File: src/dps_pkg.sv
package dps_pkg;
    localparam int CLK_HZ = 50_000_000;
    localparam int TICK_MS = 100;
    localparam int TICK_CYC = CLK_HZ / 1000 * TICK_MS;
    localparam int TICKS_PER_S = 1000 / TICK_MS;
    localparam logic [23:0] PCT_SCALE = 24'h000064;
    // Register offsets
    localparam logic [7:0] A_WARN_LVL = 8'h00;
    localparam logic [7:0] A_WARN_TIME = 8'h04;
    localparam logic [7:0] A_TRIP_EN = 8'h08;
    localparam logic [7:0] A_TRIP_LVL = 8'h0C;
    localparam logic [7:0] A_TRIP_TIME = 8'h10;
    localparam logic [7:0] A_STALL_SEL = 8'h14;
    localparam logic [7:0] A_STALL_LVL = 8'h18;
    localparam logic [7:0] A_MO_FUNC = 8'h1C;
    localparam logic [7:0] A_RELAY_FUNC = 8'h20;
    localparam logic [7:0] A_PHASE_SEL = 8'h24;
    localparam logic [7:0] A_MOTOR_RATED = 8'h28;
    localparam logic [7:0] A_DRIVE_RATED = 8'h2C;
    localparam logic [7:0] A_REF_CRIT = 8'h30;
    localparam logic [7:0] A_REF_ACTION = 8'h34;
    localparam logic [7:0] A_REF_WAIT = 8'h38;
    localparam logic [7:0] A_DI7_FUNC = 8'h3C;
    localparam logic [7:0] A_DI8_FUNC = 8'h40;
    localparam logic [7:0] A_STATUS = 8'h44;
    localparam logic [7:0] A_FAULT = 8'h48;
    localparam logic [7:0] A_REF_MIN = 8'h4C;
    // Reset values
    localparam logic [7:0] R_WARN_LVL = 8'h96;
    localparam logic [4:0] R_WARN_TIME = 5'h0A;
    localparam logic R_TRIP_EN = 1'h1;
    localparam logic [7:0] R_TRIP_LVL = 8'hB4;
    localparam logic [5:0] R_TRIP_TIME = 6'h3C;
    localparam logic [2:0] R_STALL_SEL = 3'h0;
    localparam logic [7:0] R_STALL_LVL = 8'h96;
    localparam logic [4:0] R_MO_FUNC = 5'h0C;
    localparam logic [4:0] R_RELAY_FUNC = 5'h11;
    localparam logic [1:0] R_PHASE_SEL = 2'h0;
    localparam logic [15:0] R_RATED = 16'h03E8;
    localparam logic [1:0] R_REF_CRIT = 2'h0;
    localparam logic [1:0] R_REF_ACTION = 2'h0;
    localparam logic [10:0] R_REF_WAIT = 11'h00A;
    localparam logic [4:0] R_DI7_FUNC = 5'h06;
    localparam logic [4:0] R_DI8_FUNC = 5'h07;
    localparam logic [11:0] R_REF_MIN = 12'h000;
    // Legal setting ranges
    localparam int WARN_LVL_MIN = 30;
    localparam int WARN_LVL_MAX = 150;
    localparam int TRIP_LVL_MIN = 30;
    localparam int TRIP_LVL_MAX = 200;
    localparam int WARN_TIME_MAX = 30;
    localparam int TRIP_TIME_MAX = 60;
    localparam int OUT_FUNC_MAX = 19;
    localparam int IN_FUNC_MAX = 25;
    localparam int REF_CODE_MAX = 2;
    localparam int REF_WAIT_MIN = 1;
    localparam int REF_WAIT_MAX = 1200;
    // Function codes and field positions
    localparam int FN_OL_WARN = 5;
    localparam int FN_DRIVE_OL = 6;
    localparam int FN_STALL = 7;
    localparam int FN_REF_LOSS = 11;
    localparam int FN_FAULT = 17;
    localparam logic [4:0] DI_TRIP_NO = 5'h12;
    localparam logic [4:0] DI_TRIP_NC = 5'h13;
    localparam int SG_ACC = 0;
    localparam int SG_CONST = 1;
    localparam int SG_DEC = 2;
    localparam int PH_OUT = 0;
    localparam int PH_IN = 1;
    localparam logic [1:0] RC_HALF = 2'h1;
    localparam logic [1:0] RC_MIN = 2'h2;
    localparam logic [1:0] RA_COAST = 2'h1;
    localparam logic [1:0] RA_DECEL = 2'h2;
    localparam logic [1:0] RA_CONT = 2'h0;
    // Fault bits, also the clear mask at A_FAULT
    localparam int FB_OL_TRIP = 0;
    localparam int FB_EXT = 1;
    localparam int FB_OUT_PH = 2;
    localparam int FB_IN_PH = 3;
    localparam int FB_DRIVE_OL = 4;
    typedef enum logic [2:0] {
        REF_OK = 3'h1,
        REF_WAIT = 3'h2,
        REF_LOST = 3'h4
    } dps_ref_e;
endpackage

File: src/dps_level_timer.sv
`timescale 1ns/1ps
`default_nettype none
// Counts ticks while armed; restarts whenever the arm condition drops
module dps_level_timer
    import dps_pkg::*;
(
    input wire logic i_clk,
    input wire logic i_rst,
    input wire logic i_tick,
    input wire logic i_arm,
    input wire logic [10:0] i_limit,
    output logic o_done
);
    logic [10:0] cnt_r;
    logic [10:0] cnt_nxt;
    assign cnt_nxt = !i_arm ? 11'h000 :
                     (i_tick && cnt_r < i_limit) ? cnt_r + 11'h001 : cnt_r;
    assign o_done = i_arm && (cnt_r >= i_limit);
    always_ff @(posedge i_clk) begin
        if (i_rst) begin
            cnt_r <= 11'h000;
        end else begin
            cnt_r <= cnt_nxt;
        end
    end
endmodule
`default_nettype wire

File: src/dps_out_sel.sv
`timescale 1ns/1ps
`default_nettype none
// Multi-function terminal: picks one status flag by function code
module dps_out_sel
    import dps_pkg::*;
(
    input wire logic i_clk,
    input wire logic i_rst,
    input wire logic [4:0] i_func,
    input wire logic [31:0] i_flags,
    output logic o_pin
);
    logic pin_nxt;
    assign pin_nxt = i_flags[i_func];
    always_ff @(posedge i_clk) begin
        if (i_rst) begin
            o_pin <= 1'h0;
        end else begin
            o_pin <= pin_nxt;
        end
    end
endmodule
`default_nettype wire

File: src/dps_top.sv
// Functional notes
// Warning level is a percent of motor rating, 30 to 150, default 150.
// Warning rises after current stays above level for warn time; clears below.
// Transistor output with function 5 shows the overload warning.
// Enabled trip cuts output after current above trip level for trip time.
// Trip timer restarts when current falls back below trip level.
// Stall guard in acceleration starts deceleration on current above level.
// Stall guard at constant speed decelerates on current above level.
// Stall guard in deceleration holds the ramp while bus voltage is high.
// Stall level is a percent of motor rating, 30 to 200, default 150.
// Stall select bit 0 accel, bit 1 constant, bit 2 decel, any mix.
// Output function 7 shows stall status even with all select bits clear.
// Stall holding or reversing lets the ramp run longer than programmed.
// Phase loss select: 0 none, 1 output, 2 input, 3 both.
// Output phase loss with output protection selected cuts the output.
// Input phase loss with input protection selected blocks the output.
// Input protection without input loss cuts output when capacitor is worn.
// Input function 18 is a normally open trip: closed means fault, off.
// Input function 19 is a normally closed trip: open means fault, off.
// Current above drive rating is drive overload, shown on function 6.
// Reference loss test: 0 off, 1 below half minimum, 2 below minimum.
// After the wait: 0 keep frequency, 1 coast with output cut, 2 decel.
// Output function 11 signals reference loss to the outside sequence.
//
// Chosen here: the register offsets and the plain strobed port.
`timescale 1ns/1ps
`default_nettype none
module dps_top
    import dps_pkg::*;
#(
    parameter int TICK_CYCLES = TICK_CYC
) (
    input wire logic I_CLOCK,
    input wire logic I_SYS_RST,
    input wire logic [7:0] I_ADDR,
    input wire logic [31:0] I_WDATA,
    input wire logic I_WR,
    input wire logic I_RD,
    output logic [31:0] O_RDATA,
    input wire logic [15:0] I_MOTOR_CURRENT,
    input wire logic I_ACCEL,
    input wire logic I_CONST,
    input wire logic I_DECEL,
    input wire logic I_DC_BUS_HIGH,
    input wire logic I_OUT_PHASE_LOSS,
    input wire logic I_IN_PHASE_LOSS,
    input wire logic I_CAP_WORN,
    input wire logic I_DI7,
    input wire logic I_DI8,
    input wire logic [11:0] I_REF_LEVEL,
    output logic O_OUTPUT_OFF,
    output logic O_FAULT,
    output logic O_RAMP_DECEL,
    output logic O_RAMP_HOLD,
    output logic O_REF_HOLD_FREQ,
    output logic O_REF_DECEL_STOP,
    output logic O_MO,
    output logic O_RELAY
);
    logic [7:0] warn_lvl_r;
    logic [4:0] warn_time_r;
    logic trip_en_r;
    logic [7:0] trip_lvl_r;
    logic [5:0] trip_time_r;
    logic [2:0] stall_sel_r;
    logic [7:0] stall_lvl_r;
    logic [4:0] mo_func_r;
    logic [4:0] relay_func_r;
    logic [1:0] phase_sel_r;
    logic [15:0] motor_rated_r;
    logic [15:0] drive_rated_r;
    logic [1:0] ref_crit_r;
    logic [1:0] ref_action_r;
    logic [10:0] ref_wait_r;
    logic [4:0] di7_func_r;
    logic [4:0] di8_func_r;
    logic [11:0] ref_min_r;
    logic [4:0] fault_r;
    logic [4:0] fault_nxt;
    logic [22:0] tick_cnt_r;
    logic tick;
    dps_ref_e ref_st_r;
    dps_ref_e ref_st_nxt;

    // Register write decode; out-of-range settings are ignored
    wire wr_in = I_WR && (I_WDATA <= 32'(IN_FUNC_MAX));
    wire wr_out = I_WR && (I_WDATA <= 32'(OUT_FUNC_MAX));
    wire wr_ref = I_WR && (I_WDATA <= 32'(REF_CODE_MAX));
    wire wdata_trip_lvl = (I_WDATA >= 32'(TRIP_LVL_MIN)) && (I_WDATA <= 32'(TRIP_LVL_MAX));
    wire we_warn_lvl = I_WR && (I_ADDR == A_WARN_LVL) && (I_WDATA >= 32'(WARN_LVL_MIN))
                       && (I_WDATA <= 32'(WARN_LVL_MAX));
    wire we_warn_time = I_WR && (I_ADDR == A_WARN_TIME) && (I_WDATA <= 32'(WARN_TIME_MAX));
    wire we_trip_en = I_WR && (I_ADDR == A_TRIP_EN);
    wire we_trip_lvl = I_WR && (I_ADDR == A_TRIP_LVL) && wdata_trip_lvl;
    wire we_trip_time = I_WR && (I_ADDR == A_TRIP_TIME) && (I_WDATA <= 32'(TRIP_TIME_MAX));
    wire we_stall_sel = I_WR && (I_ADDR == A_STALL_SEL) && (I_WDATA[31:3] == 29'h0);
    wire we_stall_lvl = I_WR && (I_ADDR == A_STALL_LVL) && wdata_trip_lvl;
    wire we_mo_func = wr_out && (I_ADDR == A_MO_FUNC);
    wire we_relay_func = wr_out && (I_ADDR == A_RELAY_FUNC);
    wire we_phase_sel = I_WR && (I_ADDR == A_PHASE_SEL) && (I_WDATA[31:2] == 30'h0);
    wire we_motor_rated = I_WR && (I_ADDR == A_MOTOR_RATED);
    wire we_drive_rated = I_WR && (I_ADDR == A_DRIVE_RATED);
    wire we_ref_crit = wr_ref && (I_ADDR == A_REF_CRIT);
    wire we_ref_action = wr_ref && (I_ADDR == A_REF_ACTION);
    wire we_ref_wait = I_WR && (I_ADDR == A_REF_WAIT) && (I_WDATA >= 32'(REF_WAIT_MIN))
                       && (I_WDATA <= 32'(REF_WAIT_MAX));
    wire we_di7_func = wr_in && (I_ADDR == A_DI7_FUNC);
    wire we_di8_func = wr_in && (I_ADDR == A_DI8_FUNC);
    wire we_ref_min = I_WR && (I_ADDR == A_REF_MIN);
    wire we_fault = I_WR && (I_ADDR == A_FAULT);

    always_ff @(posedge I_CLOCK) begin
        if (I_SYS_RST) begin
            warn_lvl_r <= R_WARN_LVL;
            warn_time_r <= R_WARN_TIME;
            trip_en_r <= R_TRIP_EN;
            trip_lvl_r <= R_TRIP_LVL;
            trip_time_r <= R_TRIP_TIME;
            stall_sel_r <= R_STALL_SEL;
            stall_lvl_r <= R_STALL_LVL;
            mo_func_r <= R_MO_FUNC;
            relay_func_r <= R_RELAY_FUNC;
        end else begin
            if (we_warn_lvl) warn_lvl_r <= I_WDATA[7:0];
            if (we_warn_time) warn_time_r <= I_WDATA[4:0];
            if (we_trip_en) trip_en_r <= I_WDATA[0];
            if (we_trip_lvl) trip_lvl_r <= I_WDATA[7:0];
            if (we_trip_time) trip_time_r <= I_WDATA[5:0];
            if (we_stall_sel) stall_sel_r <= I_WDATA[2:0];
            if (we_stall_lvl) stall_lvl_r <= I_WDATA[7:0];
            if (we_mo_func) mo_func_r <= I_WDATA[4:0];
            if (we_relay_func) relay_func_r <= I_WDATA[4:0];
        end
    end

    always_ff @(posedge I_CLOCK) begin
        if (I_SYS_RST) begin
            phase_sel_r <= R_PHASE_SEL;
            motor_rated_r <= R_RATED;
            drive_rated_r <= R_RATED;
            ref_crit_r <= R_REF_CRIT;
            ref_action_r <= R_REF_ACTION;
            ref_wait_r <= R_REF_WAIT;
            di7_func_r <= R_DI7_FUNC;
            di8_func_r <= R_DI8_FUNC;
            ref_min_r <= R_REF_MIN;
        end else begin
            if (we_phase_sel) phase_sel_r <= I_WDATA[1:0];
            if (we_motor_rated) motor_rated_r <= I_WDATA[15:0];
            if (we_drive_rated) drive_rated_r <= I_WDATA[15:0];
            if (we_ref_crit) ref_crit_r <= I_WDATA[1:0];
            if (we_ref_action) ref_action_r <= I_WDATA[1:0];
            if (we_ref_wait) ref_wait_r <= I_WDATA[10:0];
            if (we_di7_func) di7_func_r <= I_WDATA[4:0];
            if (we_di8_func) di8_func_r <= I_WDATA[4:0];
            if (we_ref_min) ref_min_r <= I_WDATA[11:0];
        end
    end

    // 0.1 s time base shared by all protection timers
    assign tick = (tick_cnt_r == 23'(TICK_CYCLES - 1));
    always_ff @(posedge I_CLOCK) begin
        if (I_SYS_RST || tick) begin
            tick_cnt_r <= 23'h000000;
        end else begin
            tick_cnt_r <= tick_cnt_r + 23'h000001;
        end
    end

    // Current against percent thresholds of motor rated current, and against drive rated current
    wire [23:0] cur_pct = 24'(I_MOTOR_CURRENT) * PCT_SCALE;
    wire over_warn = cur_pct > 24'(motor_rated_r) * 24'(warn_lvl_r);
    wire over_trip = cur_pct > 24'(motor_rated_r) * 24'(trip_lvl_r);
    wire over_stall = cur_pct > 24'(motor_rated_r) * 24'(stall_lvl_r);
    wire drive_ol = I_MOTOR_CURRENT > drive_rated_r;
    wire [10:0] warn_lim = 11'(warn_time_r) * 11'(TICKS_PER_S);
    wire [10:0] trip_lim = 11'(trip_time_r) * 11'(TICKS_PER_S);
    logic ol_warn;
    logic trip_done;
    logic ref_done;

    dps_level_timer u_warn_tmr (
        .i_clk(I_CLOCK),
        .i_rst(I_SYS_RST),
        .i_tick(tick),
        .i_arm(over_warn),
        .i_limit(warn_lim),
        .o_done(ol_warn)
    );

    dps_level_timer u_trip_tmr (
        .i_clk(I_CLOCK),
        .i_rst(I_SYS_RST),
        .i_tick(tick),
        .i_arm(over_trip),
        .i_limit(trip_lim),
        .o_done(trip_done)
    );

    // Stall guard, per ramp phase; ramp generator stretches its time
    wire stall_acc = I_ACCEL && stall_sel_r[SG_ACC] && over_stall;
    wire stall_const = I_CONST && stall_sel_r[SG_CONST] && over_stall;
    wire stall_dec = I_DECEL && stall_sel_r[SG_DEC] && I_DC_BUS_HIGH;
    wire stall_seen = ((I_ACCEL || I_CONST) && over_stall)
                      || (I_DECEL && I_DC_BUS_HIGH);

    // Phase loss and external contacts
    wire out_ph = phase_sel_r[PH_OUT] && I_OUT_PHASE_LOSS;
    wire in_ph = phase_sel_r[PH_IN] && (I_IN_PHASE_LOSS || I_CAP_WORN);
    wire ext7 = ((di7_func_r == DI_TRIP_NO) && I_DI7)
                || ((di7_func_r == DI_TRIP_NC) && !I_DI7);
    wire ext8 = ((di8_func_r == DI_TRIP_NO) && I_DI8)
                || ((di8_func_r == DI_TRIP_NC) && !I_DI8);

    // Latched faults; a new event wins over a clear in the same cycle
    wire [4:0] fault_set = {drive_ol, in_ph, out_ph, ext7 || ext8,
                            trip_en_r && trip_done};
    wire [4:0] fault_clr = we_fault ? I_WDATA[4:0] : 5'h00;
    assign fault_nxt = (fault_r & ~fault_clr) | fault_set;
    always_ff @(posedge I_CLOCK) begin
        if (I_SYS_RST) begin
            fault_r <= 5'h00;
        end else begin
            fault_r <= fault_nxt;
        end
    end

    // Reference loss detection and wait
    wire [11:0] ref_half = {1'h0, ref_min_r[11:1]};
    wire ref_low = ((ref_crit_r == RC_HALF) && (I_REF_LEVEL < ref_half))
                   || ((ref_crit_r == RC_MIN) && (I_REF_LEVEL < ref_min_r));

    dps_level_timer u_ref_tmr (
        .i_clk(I_CLOCK),
        .i_rst(I_SYS_RST),
        .i_tick(tick),
        .i_arm(ref_low),
        .i_limit(ref_wait_r),
        .o_done(ref_done)
    );

    always_comb begin
        ref_st_nxt = ref_st_r;
        case (ref_st_r)
            REF_OK: begin
                if (ref_low) ref_st_nxt = REF_WAIT;
            end
            REF_WAIT: begin
                if (!ref_low) ref_st_nxt = REF_OK;
                else if (ref_done) ref_st_nxt = REF_LOST;
            end
            REF_LOST: begin
                if (!ref_low) ref_st_nxt = REF_OK;
            end
            default: ref_st_nxt = REF_OK;
        endcase
    end

    always_ff @(posedge I_CLOCK) begin
        if (I_SYS_RST) begin
            ref_st_r <= REF_OK;
        end else begin
            ref_st_r <= ref_st_nxt;
        end
    end

    wire ref_lost = (ref_st_r == REF_LOST);
    wire ref_coast = ref_lost && (ref_action_r == RA_COAST);

    // Drive-side commands
    always_ff @(posedge I_CLOCK) begin
        if (I_SYS_RST) begin
            O_OUTPUT_OFF <= 1'h0;
            O_FAULT <= 1'h0;
            O_RAMP_DECEL <= 1'h0;
            O_RAMP_HOLD <= 1'h0;
            O_REF_HOLD_FREQ <= 1'h0;
            O_REF_DECEL_STOP <= 1'h0;
        end else begin
            O_OUTPUT_OFF <= (|fault_nxt) || ref_coast;
            O_FAULT <= |fault_nxt;
            O_RAMP_DECEL <= stall_acc || stall_const;
            O_RAMP_HOLD <= stall_dec;
            O_REF_HOLD_FREQ <= ref_lost && (ref_action_r == RA_CONT);
            O_REF_DECEL_STOP <= ref_lost && (ref_action_r == RA_DECEL);
        end
    end

    // Multi-function output terminals
    logic [31:0] flags;
    always_comb begin
        flags = 32'h00000000;
        flags[FN_OL_WARN] = ol_warn;
        flags[FN_DRIVE_OL] = drive_ol || fault_r[FB_DRIVE_OL];
        flags[FN_STALL] = stall_seen;
        flags[FN_REF_LOSS] = ref_lost;
        flags[FN_FAULT] = |fault_r;
    end

    dps_out_sel u_mo_sel (
        .i_clk(I_CLOCK),
        .i_rst(I_SYS_RST),
        .i_func(mo_func_r),
        .i_flags(flags),
        .o_pin(O_MO)
    );

    dps_out_sel u_relay_sel (
        .i_clk(I_CLOCK),
        .i_rst(I_SYS_RST),
        .i_func(relay_func_r),
        .i_flags(flags),
        .o_pin(O_RELAY)
    );

    // Register read, data valid only the cycle after the strobe
    wire [31:0] status = {19'h0, fault_r, 3'h0, O_OUTPUT_OFF, drive_ol,
                          ref_lost, stall_seen, ol_warn};
    wire [31:0] rd_mux =
        (I_ADDR == A_WARN_LVL) ? 32'(warn_lvl_r) :
        (I_ADDR == A_WARN_TIME) ? 32'(warn_time_r) :
        (I_ADDR == A_TRIP_EN) ? 32'(trip_en_r) :
        (I_ADDR == A_TRIP_LVL) ? 32'(trip_lvl_r) :
        (I_ADDR == A_TRIP_TIME) ? 32'(trip_time_r) :
        (I_ADDR == A_STALL_SEL) ? 32'(stall_sel_r) :
        (I_ADDR == A_STALL_LVL) ? 32'(stall_lvl_r) :
        (I_ADDR == A_MO_FUNC) ? 32'(mo_func_r) :
        (I_ADDR == A_RELAY_FUNC) ? 32'(relay_func_r) :
        (I_ADDR == A_PHASE_SEL) ? 32'(phase_sel_r) :
        (I_ADDR == A_MOTOR_RATED) ? 32'(motor_rated_r) :
        (I_ADDR == A_DRIVE_RATED) ? 32'(drive_rated_r) :
        (I_ADDR == A_REF_CRIT) ? 32'(ref_crit_r) :
        (I_ADDR == A_REF_ACTION) ? 32'(ref_action_r) :
        (I_ADDR == A_REF_WAIT) ? 32'(ref_wait_r) :
        (I_ADDR == A_DI7_FUNC) ? 32'(di7_func_r) :
        (I_ADDR == A_DI8_FUNC) ? 32'(di8_func_r) :
        (I_ADDR == A_STATUS) ? status :
        (I_ADDR == A_FAULT) ? 32'(fault_r) :
        (I_ADDR == A_REF_MIN) ? 32'(ref_min_r) : 32'h00000000;

    always_ff @(posedge I_CLOCK) begin
        if (I_SYS_RST) begin
            O_RDATA <= 32'h00000000;
        end else begin
            O_RDATA <= I_RD ? rd_mux : 32'h00000000;
        end
    end
endmodule
`default_nettype wire

File: config.mk
export PLATFORM = sky130hd
export DESIGN_NAME = dps_top
export DESIGN_NICKNAME = d
export VERILOG_FILES = /design/src/dps_pkg.sv /design/src/dps_level_timer.sv /design/src/dps_out_sel.sv /design/src/dps_top.sv
export SDC_FILE = /design/constraint.sdc
export NUM_CORES = 2
export LEC_CHECK = 0
export BUFFER_PORTS_ARGS = -buffer_cell sky130_fd_sc_hd__buf_2
export CORE_ASPECT_RATIO = 0.75
export CORE_MARGIN = 8
export CORE_UTILIZATION = 45
export CTS_CLUSTER_DIAMETER = 80
export DETAILED_ROUTE_END_ITERATION = 8
export SLEW_MARGIN = 15
export SYNTH_ARGS = -nofsm -noshare
export SYNTH_HDL_FRONTEND = slang
export SYNTH_SLANG_ARGS = --single-unit
File: constraint.sdc
create_clock -name I_CLOCK -period 16.6 [get_ports I_CLOCK]
set_input_delay 1.66 -clock I_CLOCK [delete_from_list [all_inputs] [get_ports I_CLOCK]]
set_output_delay 1.66 -clock I_CLOCK [all_outputs]
set_load 0.02 [all_outputs]
=== Word-level counts from Yosys, hierarchy flattened ===
Cells that the tools add are included.

* Flip-flop bits (word level): 224
* Bits of input ports: 81
* Output and inout bits: 40
* Word-level logic and storage cells: 225

* $add $sub $neg: 4
* $mul: 6
* Magnitude comparators: 24
* Equality and inequality tests: 34
* Multiplexer cells: 30
* Bitwise gates (word level): 7
* Reductions and logical operators: 85

{| class="wikitable"
|+ Operator list
! kind !! count
|-
| less-or-equal comparator 32 x 5 -> 1 bit, second input constant || 3
|-
| 2-to-1 mux 8 bit || 10
|-
| 2-to-1 mux 13 bit || 6
|-
| > comparator 23 x 24 -> 1 bit || 3
|-
| multiplier 16 x 8 -> 24 bit || 3
|-
| equality test 8 x 6 -> 1 bit, second input constant || 8
|-
| less-or-equal comparator 32 x 8 -> 1 bit, second input constant || 2
|-
| logical AND 1 bit || 59
|-
| adder 11 x 1 -> 11 bit, second input constant || 3
|-
| equality test 8 x 5 -> 1 bit, second input constant || 4
|-
| equality test 8 x 7 -> 1 bit, second input constant || 4
|-
| >= comparator 32 x 1 -> 1 bit, second input constant || 1
|-
| >= comparator 32 x 5 -> 1 bit, second input constant || 1
|-
| less-or-equal comparator 32 x 11 -> 1 bit, second input constant || 1
|-
| less-or-equal comparator 32 x 2 -> 1 bit, second input constant || 1
|-
| less-or-equal comparator 32 x 6 -> 1 bit, second input constant || 1
|-
| 2-to-1 mux 16 bit || 2
|-
| zero test 30 bit || 1
|-
| zero test 29 bit || 1
|-
| 2-to-1 mux 12 bit || 2
|-
| adder 23 x 1 -> 23 bit, second input constant || 1
|-
| equality test 23 bit, second input constant || 1
|-
| multiplier 16 x 5 -> 21 bit, second input constant || 1
|-
| OR reduction 21 bit || 1
|-
| other kinds (40) || 70
|}

=== Logic depth before layout (Yosys ltp) ===
* Depth after elaboration: 22
* Depth in mapped cells: 30
* Gate-level depth less buffers: 28

=== Modules after synthesis ===
A second synthesis with hierarchy kept.

* Cell total of the unflattened synthesis: 3,242
* Area, all modules: 27,375.0 sq um

{| class="wikitable"
|+ Modules (own cells, without submodules)
! module !! times used !! cells each !! area an instance (sq um) !! sequential area each (sq um)
|-
| dps_top || 1 || 2,855 || 23,963.0 || 3,463.3
|-
| dps_level_timer || 3 || 113 || 917.1 || 220.2
|-
| dps_out_sel || 2 || 24 || 330.3 || 20.0
|}

=== Worst setup path after synthesis ===
Ideal clock, no wire load.

* Path kind: reg2reg
* From: reg trip_lvl_r[6]
* To: reg u_trip_tmr.cnt_r[2]
* Setup time: 0.064 ns
* Data arrival time: 6.407 ns
* Required time: 16.536 ns
* Slack: 10.129 ns
* Stages on the path, launching flop included: 28
* Buffers on the path: 4
* Period minus slack after synthesis: 6.471 ns
* Cells stage by stage: dfxtp_1 clkbuf_1 clkbuf_1 nand2_1 fa_1 inv_1 fa_1 fa_1 fa_1 ha_1 o21a_1 o21ai_1 nor2_1 a2111oi_0 o31ai_1 o41ai_2 o21bai_1 a21oi_1 xor2_1 ha_1 nand4_1 nor2_1 nand2_1 nor3_1 or4_1 buf_2 buf_6 nor2_1

* Longest elaborated chain between the ends: 4

{| class="wikitable"
|+ RTL lines
! item !! RTL line !! text
|-
| start: declaration || dps_top.sv:63 || <nowiki>logic [7:0] trip_lvl_r;</nowiki>
|-
| start signal: assignment || dps_top.sv:127 || <nowiki>if (we_trip_lvl) trip_lvl_r <= I_WDATA[7:0];</nowiki>
|-
| multiplier 16 x 8 -> 24 bit || dps_top.sv:173 || <nowiki>wire over_trip = cur_pct > 24'(motor_rated_r) * 24'(trip_lvl_r);</nowiki>
|-
| > comparator 23 x 24 -> 1 bit || dps_top.sv:173 ||
|-
| inverter 1 bit (no line) || n/a ||
|-
| OR reduction 2 bit (no line) || n/a ||
|-
| end signal: assignment || dps_level_timer.sv:23 || <nowiki>cnt_r <= cnt_nxt;</nowiki>
|-
| end: declaration || dps_level_timer.sv:14 || <nowiki>logic [10:0] cnt_r;</nowiki>
|}

No other way between the ends.
A chain may end at the register's enable or synchronous reset.

=== Worst setup path after layout ===
* From: reg motor_rated_r[4]
* To: reg O_FAULT

* Longest elaborated chain between the ends: 6

{| class="wikitable"
|+ RTL lines
! item !! RTL line !! text
|-
| start: declaration || dps_top.sv:70 || <nowiki>logic [15:0] motor_rated_r;</nowiki>
|-
| start signal: assignment || dps_top.sv:149 || <nowiki>if (we_motor_rated) motor_rated_r <= I_WDATA[15:0];</nowiki>
|-
| multiplier 16 x 8 -> 24 bit || dps_top.sv:173 ||
|-
| > comparator 23 x 24 -> 1 bit || dps_top.sv:173 ||
|-
| logical AND 1 bit || dps_level_timer.sv:18 || <nowiki>assign o_done = i_arm && (cnt_r >= i_limit);</nowiki>
|-
| logical AND 1 bit || dps_top.sv:217 || <nowiki>trip_en_r && trip_done};</nowiki>
|-
| bitwise OR 5 bit || dps_top.sv:219 || <nowiki>assign fault_nxt = (fault_r & ~fault_clr) | fault_set;</nowiki>
|-
| OR reduction 5 bit || dps_top.sv:281 || <nowiki>O_FAULT <= |fault_nxt;</nowiki>
|-
| end signal: assignment || dps_top.sv:281 ||
|-
| end: declaration || dps_top.sv:52 || <nowiki>output logic O_FAULT,</nowiki>
|}

No other way between the ends.

==> flow_summary.toml <==
[run_status]
status = "completed"

[layout]
finalCoreUtilization_pct = 48.7
mostFrequentLayoutCell = "inv_1"
fin_nets = 3860
final_cells = 3978
drive_above_1_share_pct = 6.10
areaGrowthSynthToFinish_pct = 7.04
n_antenna_cell = 0
final_cell_mix = "445 x inv_1, 362 x nand2_1, 330 x ha_1"
nFillCells = 5579
final_area_um2 = 28000

[clock_network]
h-tree-depth = 1
cts_resized = 0
clockBufferDepth = 3
clk-insertion-delay-late_ns = 0.54
root_buffer = "clkbuf_16"
ctsHoldBuffers = 0
clock-sinks = 208
path_clk_slew_ns = 0.07
cts_tree = "built"
numCtsBuffers = 22
cts_setup_buffers = 0

[placed_design]
io_buffers = 104
dp_slack_ns = 8.86
dp_cells = 3940
hpwlAfterDp_um = 66400
post_dp_cell_area_um2 = 27300
place.gp.congestion = 0.971

[drt]
vias = 22400
drtAntennaViolNets = 0
met3_wirelength_um = 8920
routed_wl_um = 84100
drtIter0Drc = 1904
drc = 0
wire_per_inst_um = 21.1
top_layer_used = "met5"
wl_met1_um = 39500
first_pass_iters = 6
drt-vias-per-instance = 5.64
wl_met2_um = 34300

[synth]
syn_area_um2 = 26200
synth_cell_types = 79
synth_edf_count = 0
async_reset_ff_share_pct = 0
synth_cells = 3159
ys_seq_area_share_pct = 15.9
synth_seq_cells = 208
yosys.area.top_type_share_pct = 20.3
avgSynthCellArea_um2 = 8.29
ys_warn_count = 0
yosys_most_used_dff = "dfxtp_1"
synth_top_cell_by_area = "fa_1"
synthTopCellsByArea = "fa_1 20%, dfxtp_1 16%, ha_1 16%"

[sta]
post-route-period-util_pct = 47.1
slew_headroom_pct = 23.5
finalCriticalPeriod_ns = 7.82
setup_tns_ns = 0
max_freq_mhz = 128
fin_worst_skew_ns = 0.0166
rsz0062_at_grt = "false"
drv_slew = 0
worst_slack_ns = 8.78
worst_slew_pin_slew_ns = 1.13
hold_viol = 0
setup_viol = 0

[critical_path]
arrival_ns = 8.22
worstSetupEndpointType = "flop"
required_ns = 17.00
slowest_stage = "dfxtp_1"
cp-start-kind = "flop"
crit_fanout = 26
critPathKind = "flop to flop"
crit_chain = "nand2_1, fa_1, inv_1, fa_1, fa_1, fa_1, ha_1, a211o_1, nor2_1, o21ai_0, a2111oi_0, o31ai_1, o41ai_2, xnor2_1, ha_1, nor2b_1, o21ai_0, nand2b_1, a21oi_1, nor2b_1, a2111oi_0, or4_1, o2bb2ai_1"
crit_family = "adder cells"
cpPeakStageDelay_ns = 1.05
crit_buf_inv = 1
cpMostUsedCell = "fa_1"

[global_route]
grt_pass1_wl_um = 131000
grt_pass1_vias = 22600
grt_max_degree = 54
grt_overflow = 0
antenna_found_initial = 1
track_usage_pct = 25.1

[job]
drv_cap = 0

[power]
p_leak_nw = 13.5
p_per_area_nw_per_um2 = 51.8
ir_worst_vdd_v = 0.0000624

[die]
row_count = 76
dieArea_um2 = 66300
fp.dieW_um = 295
core_um2 = 57500
initial_core_util_pct = 45.5
die_h_um = 225
ios = 121

[min_path]
hold_class = "flop to flop"
synthesized netlist by cell type (all sizes together), types with 24 or more instances:
cell type  instances
inv              446
nand2            362
ha               330
fa               265
and2             238
nor2             226
dfxtp            208
a21oi            138
clkbuf           122
mux2i             78
o21ai             76
nand3             68
xor2              66
xnor2             57
a21o              45
nand4             35
and3              29
o21a              25
a22oi             24
buf               24
o211ai            24
worst reg2reg max path: stages (launching register included):
cell       delay [ns]
dfxtp_1          1.05
nand2_1          0.20
fa_1             0.54
inv_1            0.05
fa_1             0.52
fa_1             0.54
fa_1             0.52
ha_1             0.36
a211o_1          0.32
nor2_1           0.11
o21ai_0          0.12
a2111oi_0        0.54
o31ai_1          0.24
o41ai_2          0.36
xnor2_1          0.18
ha_1             0.26
nor2b_1          0.13
o21ai_0          0.16
nand2b_1         0.08
a21oi_1          0.14
nor2b_1          0.06
a2111oi_0        0.37
or4_1            0.65
o2bb2ai_1        0.17
metrics by stage:
step | hold WS, ns | power [mW]
final | 0.448 | 1.45
after global routing | 0.482 | 1.53
after CTS | 0.451 | 1.46
after detailed placement | 0.440 | 0.965
after global placement | 0.444 | 0.949
after floorplan | 0.418 | 0.802
power by group:
group	switching, mW	total, mW	leakage [nW]	internal [mW]
clock	0.226	0.493	0.344	0.267
combinational	0.292	0.456	11.5	0.164
sequential	0.00190	0.502	1.68	0.501
total	0.521	1.45	13.5	0.931
cell families (layout without fill, tap and decap cells):
family	after synthesis	after routing	synth area share (%)
AND/OR/NAND/NOR	1093	1093	20.4
adder cells (fa/ha/maj)	595	595	36.0
buffers and inverters	592	616	8.75
AO/OA/AOI/OAI	466	466	11.7
flip-flops	208	208	15.9
XOR/XNOR	123	123	4.11
multiplexers	81	81	3.15
other	1	16	0.0143
path summary, 6_finish.rpt:
| kind | depth (start not counted) | slack [ns] | start | to |
|---|---|---|---|---|
| max | 23 | 8.78 | motor_rated_r[4]$_SDFFE_PP0P_ | O_FAULT$_SDFF_PP0_ |
| min | 2 | 0.45 | u_warn_tmr.cnt_r[10]$_SDFFE_PP0P_ | u_warn_tmr.cnt_r[10]$_SDFFE_PP0P_ |
| max reg2reg | 23 | 8.78 | motor_rated_r[4]$_SDFFE_PP0P_ | O_FAULT$_SDFF_PP0_ |
| min reg2reg | 2 | 0.45 | u_warn_tmr.cnt_r[10]$_SDFFE_PP0P_ | u_warn_tmr.cnt_r[10]$_SDFFE_PP0P_ |
layout make-up:
class	count	area, um2	share of cell area, %
Timing Repair Buffer	132	733	2.61
Clock buffer	25	572	2.04
Clock inverter	13	118	0.419
Inverter	446	1670	5.97
Tap cell	780	976	3.48
Multi-Input combinational cell	2374	19800	70.6
Sequential cell	208	4160	14.8
layer usage:
layer  GRT usage [%]  vias up
met4            4.09        2
met1            37.6    11000
met3            6.57      101
met5               0        -
met2            36.2      926
li1                -    10400
sequential cells by signal (all words and copies together), names as in the netlist, 3 cells and up:
| name | cells |
|---|---|
| tick_cnt_r | 23 |
| O_RDATA | 16 |
| drive_rated_r | 16 |
| motor_rated_r | 16 |
| ref_min_r | 12 |
| ref_wait_r | 11 |
| u_ref_tmr.cnt_r | 11 |
| u_trip_tmr.cnt_r | 11 |
| u_warn_tmr.cnt_r | 11 |
| stall_lvl_r | 8 |
| trip_lvl_r | 8 |
| warn_lvl_r | 8 |
| trip_time_r | 6 |
| di7_func_r | 5 |
| di8_func_r | 5 |
| fault_r | 5 |
| mo_func_r | 5 |
| relay_func_r | 5 |
| warn_time_r | 5 |
| ref_st_r | 3 |
| stall_sel_r | 3 |
Note: power is estimated with default switching activity, not from simulation.
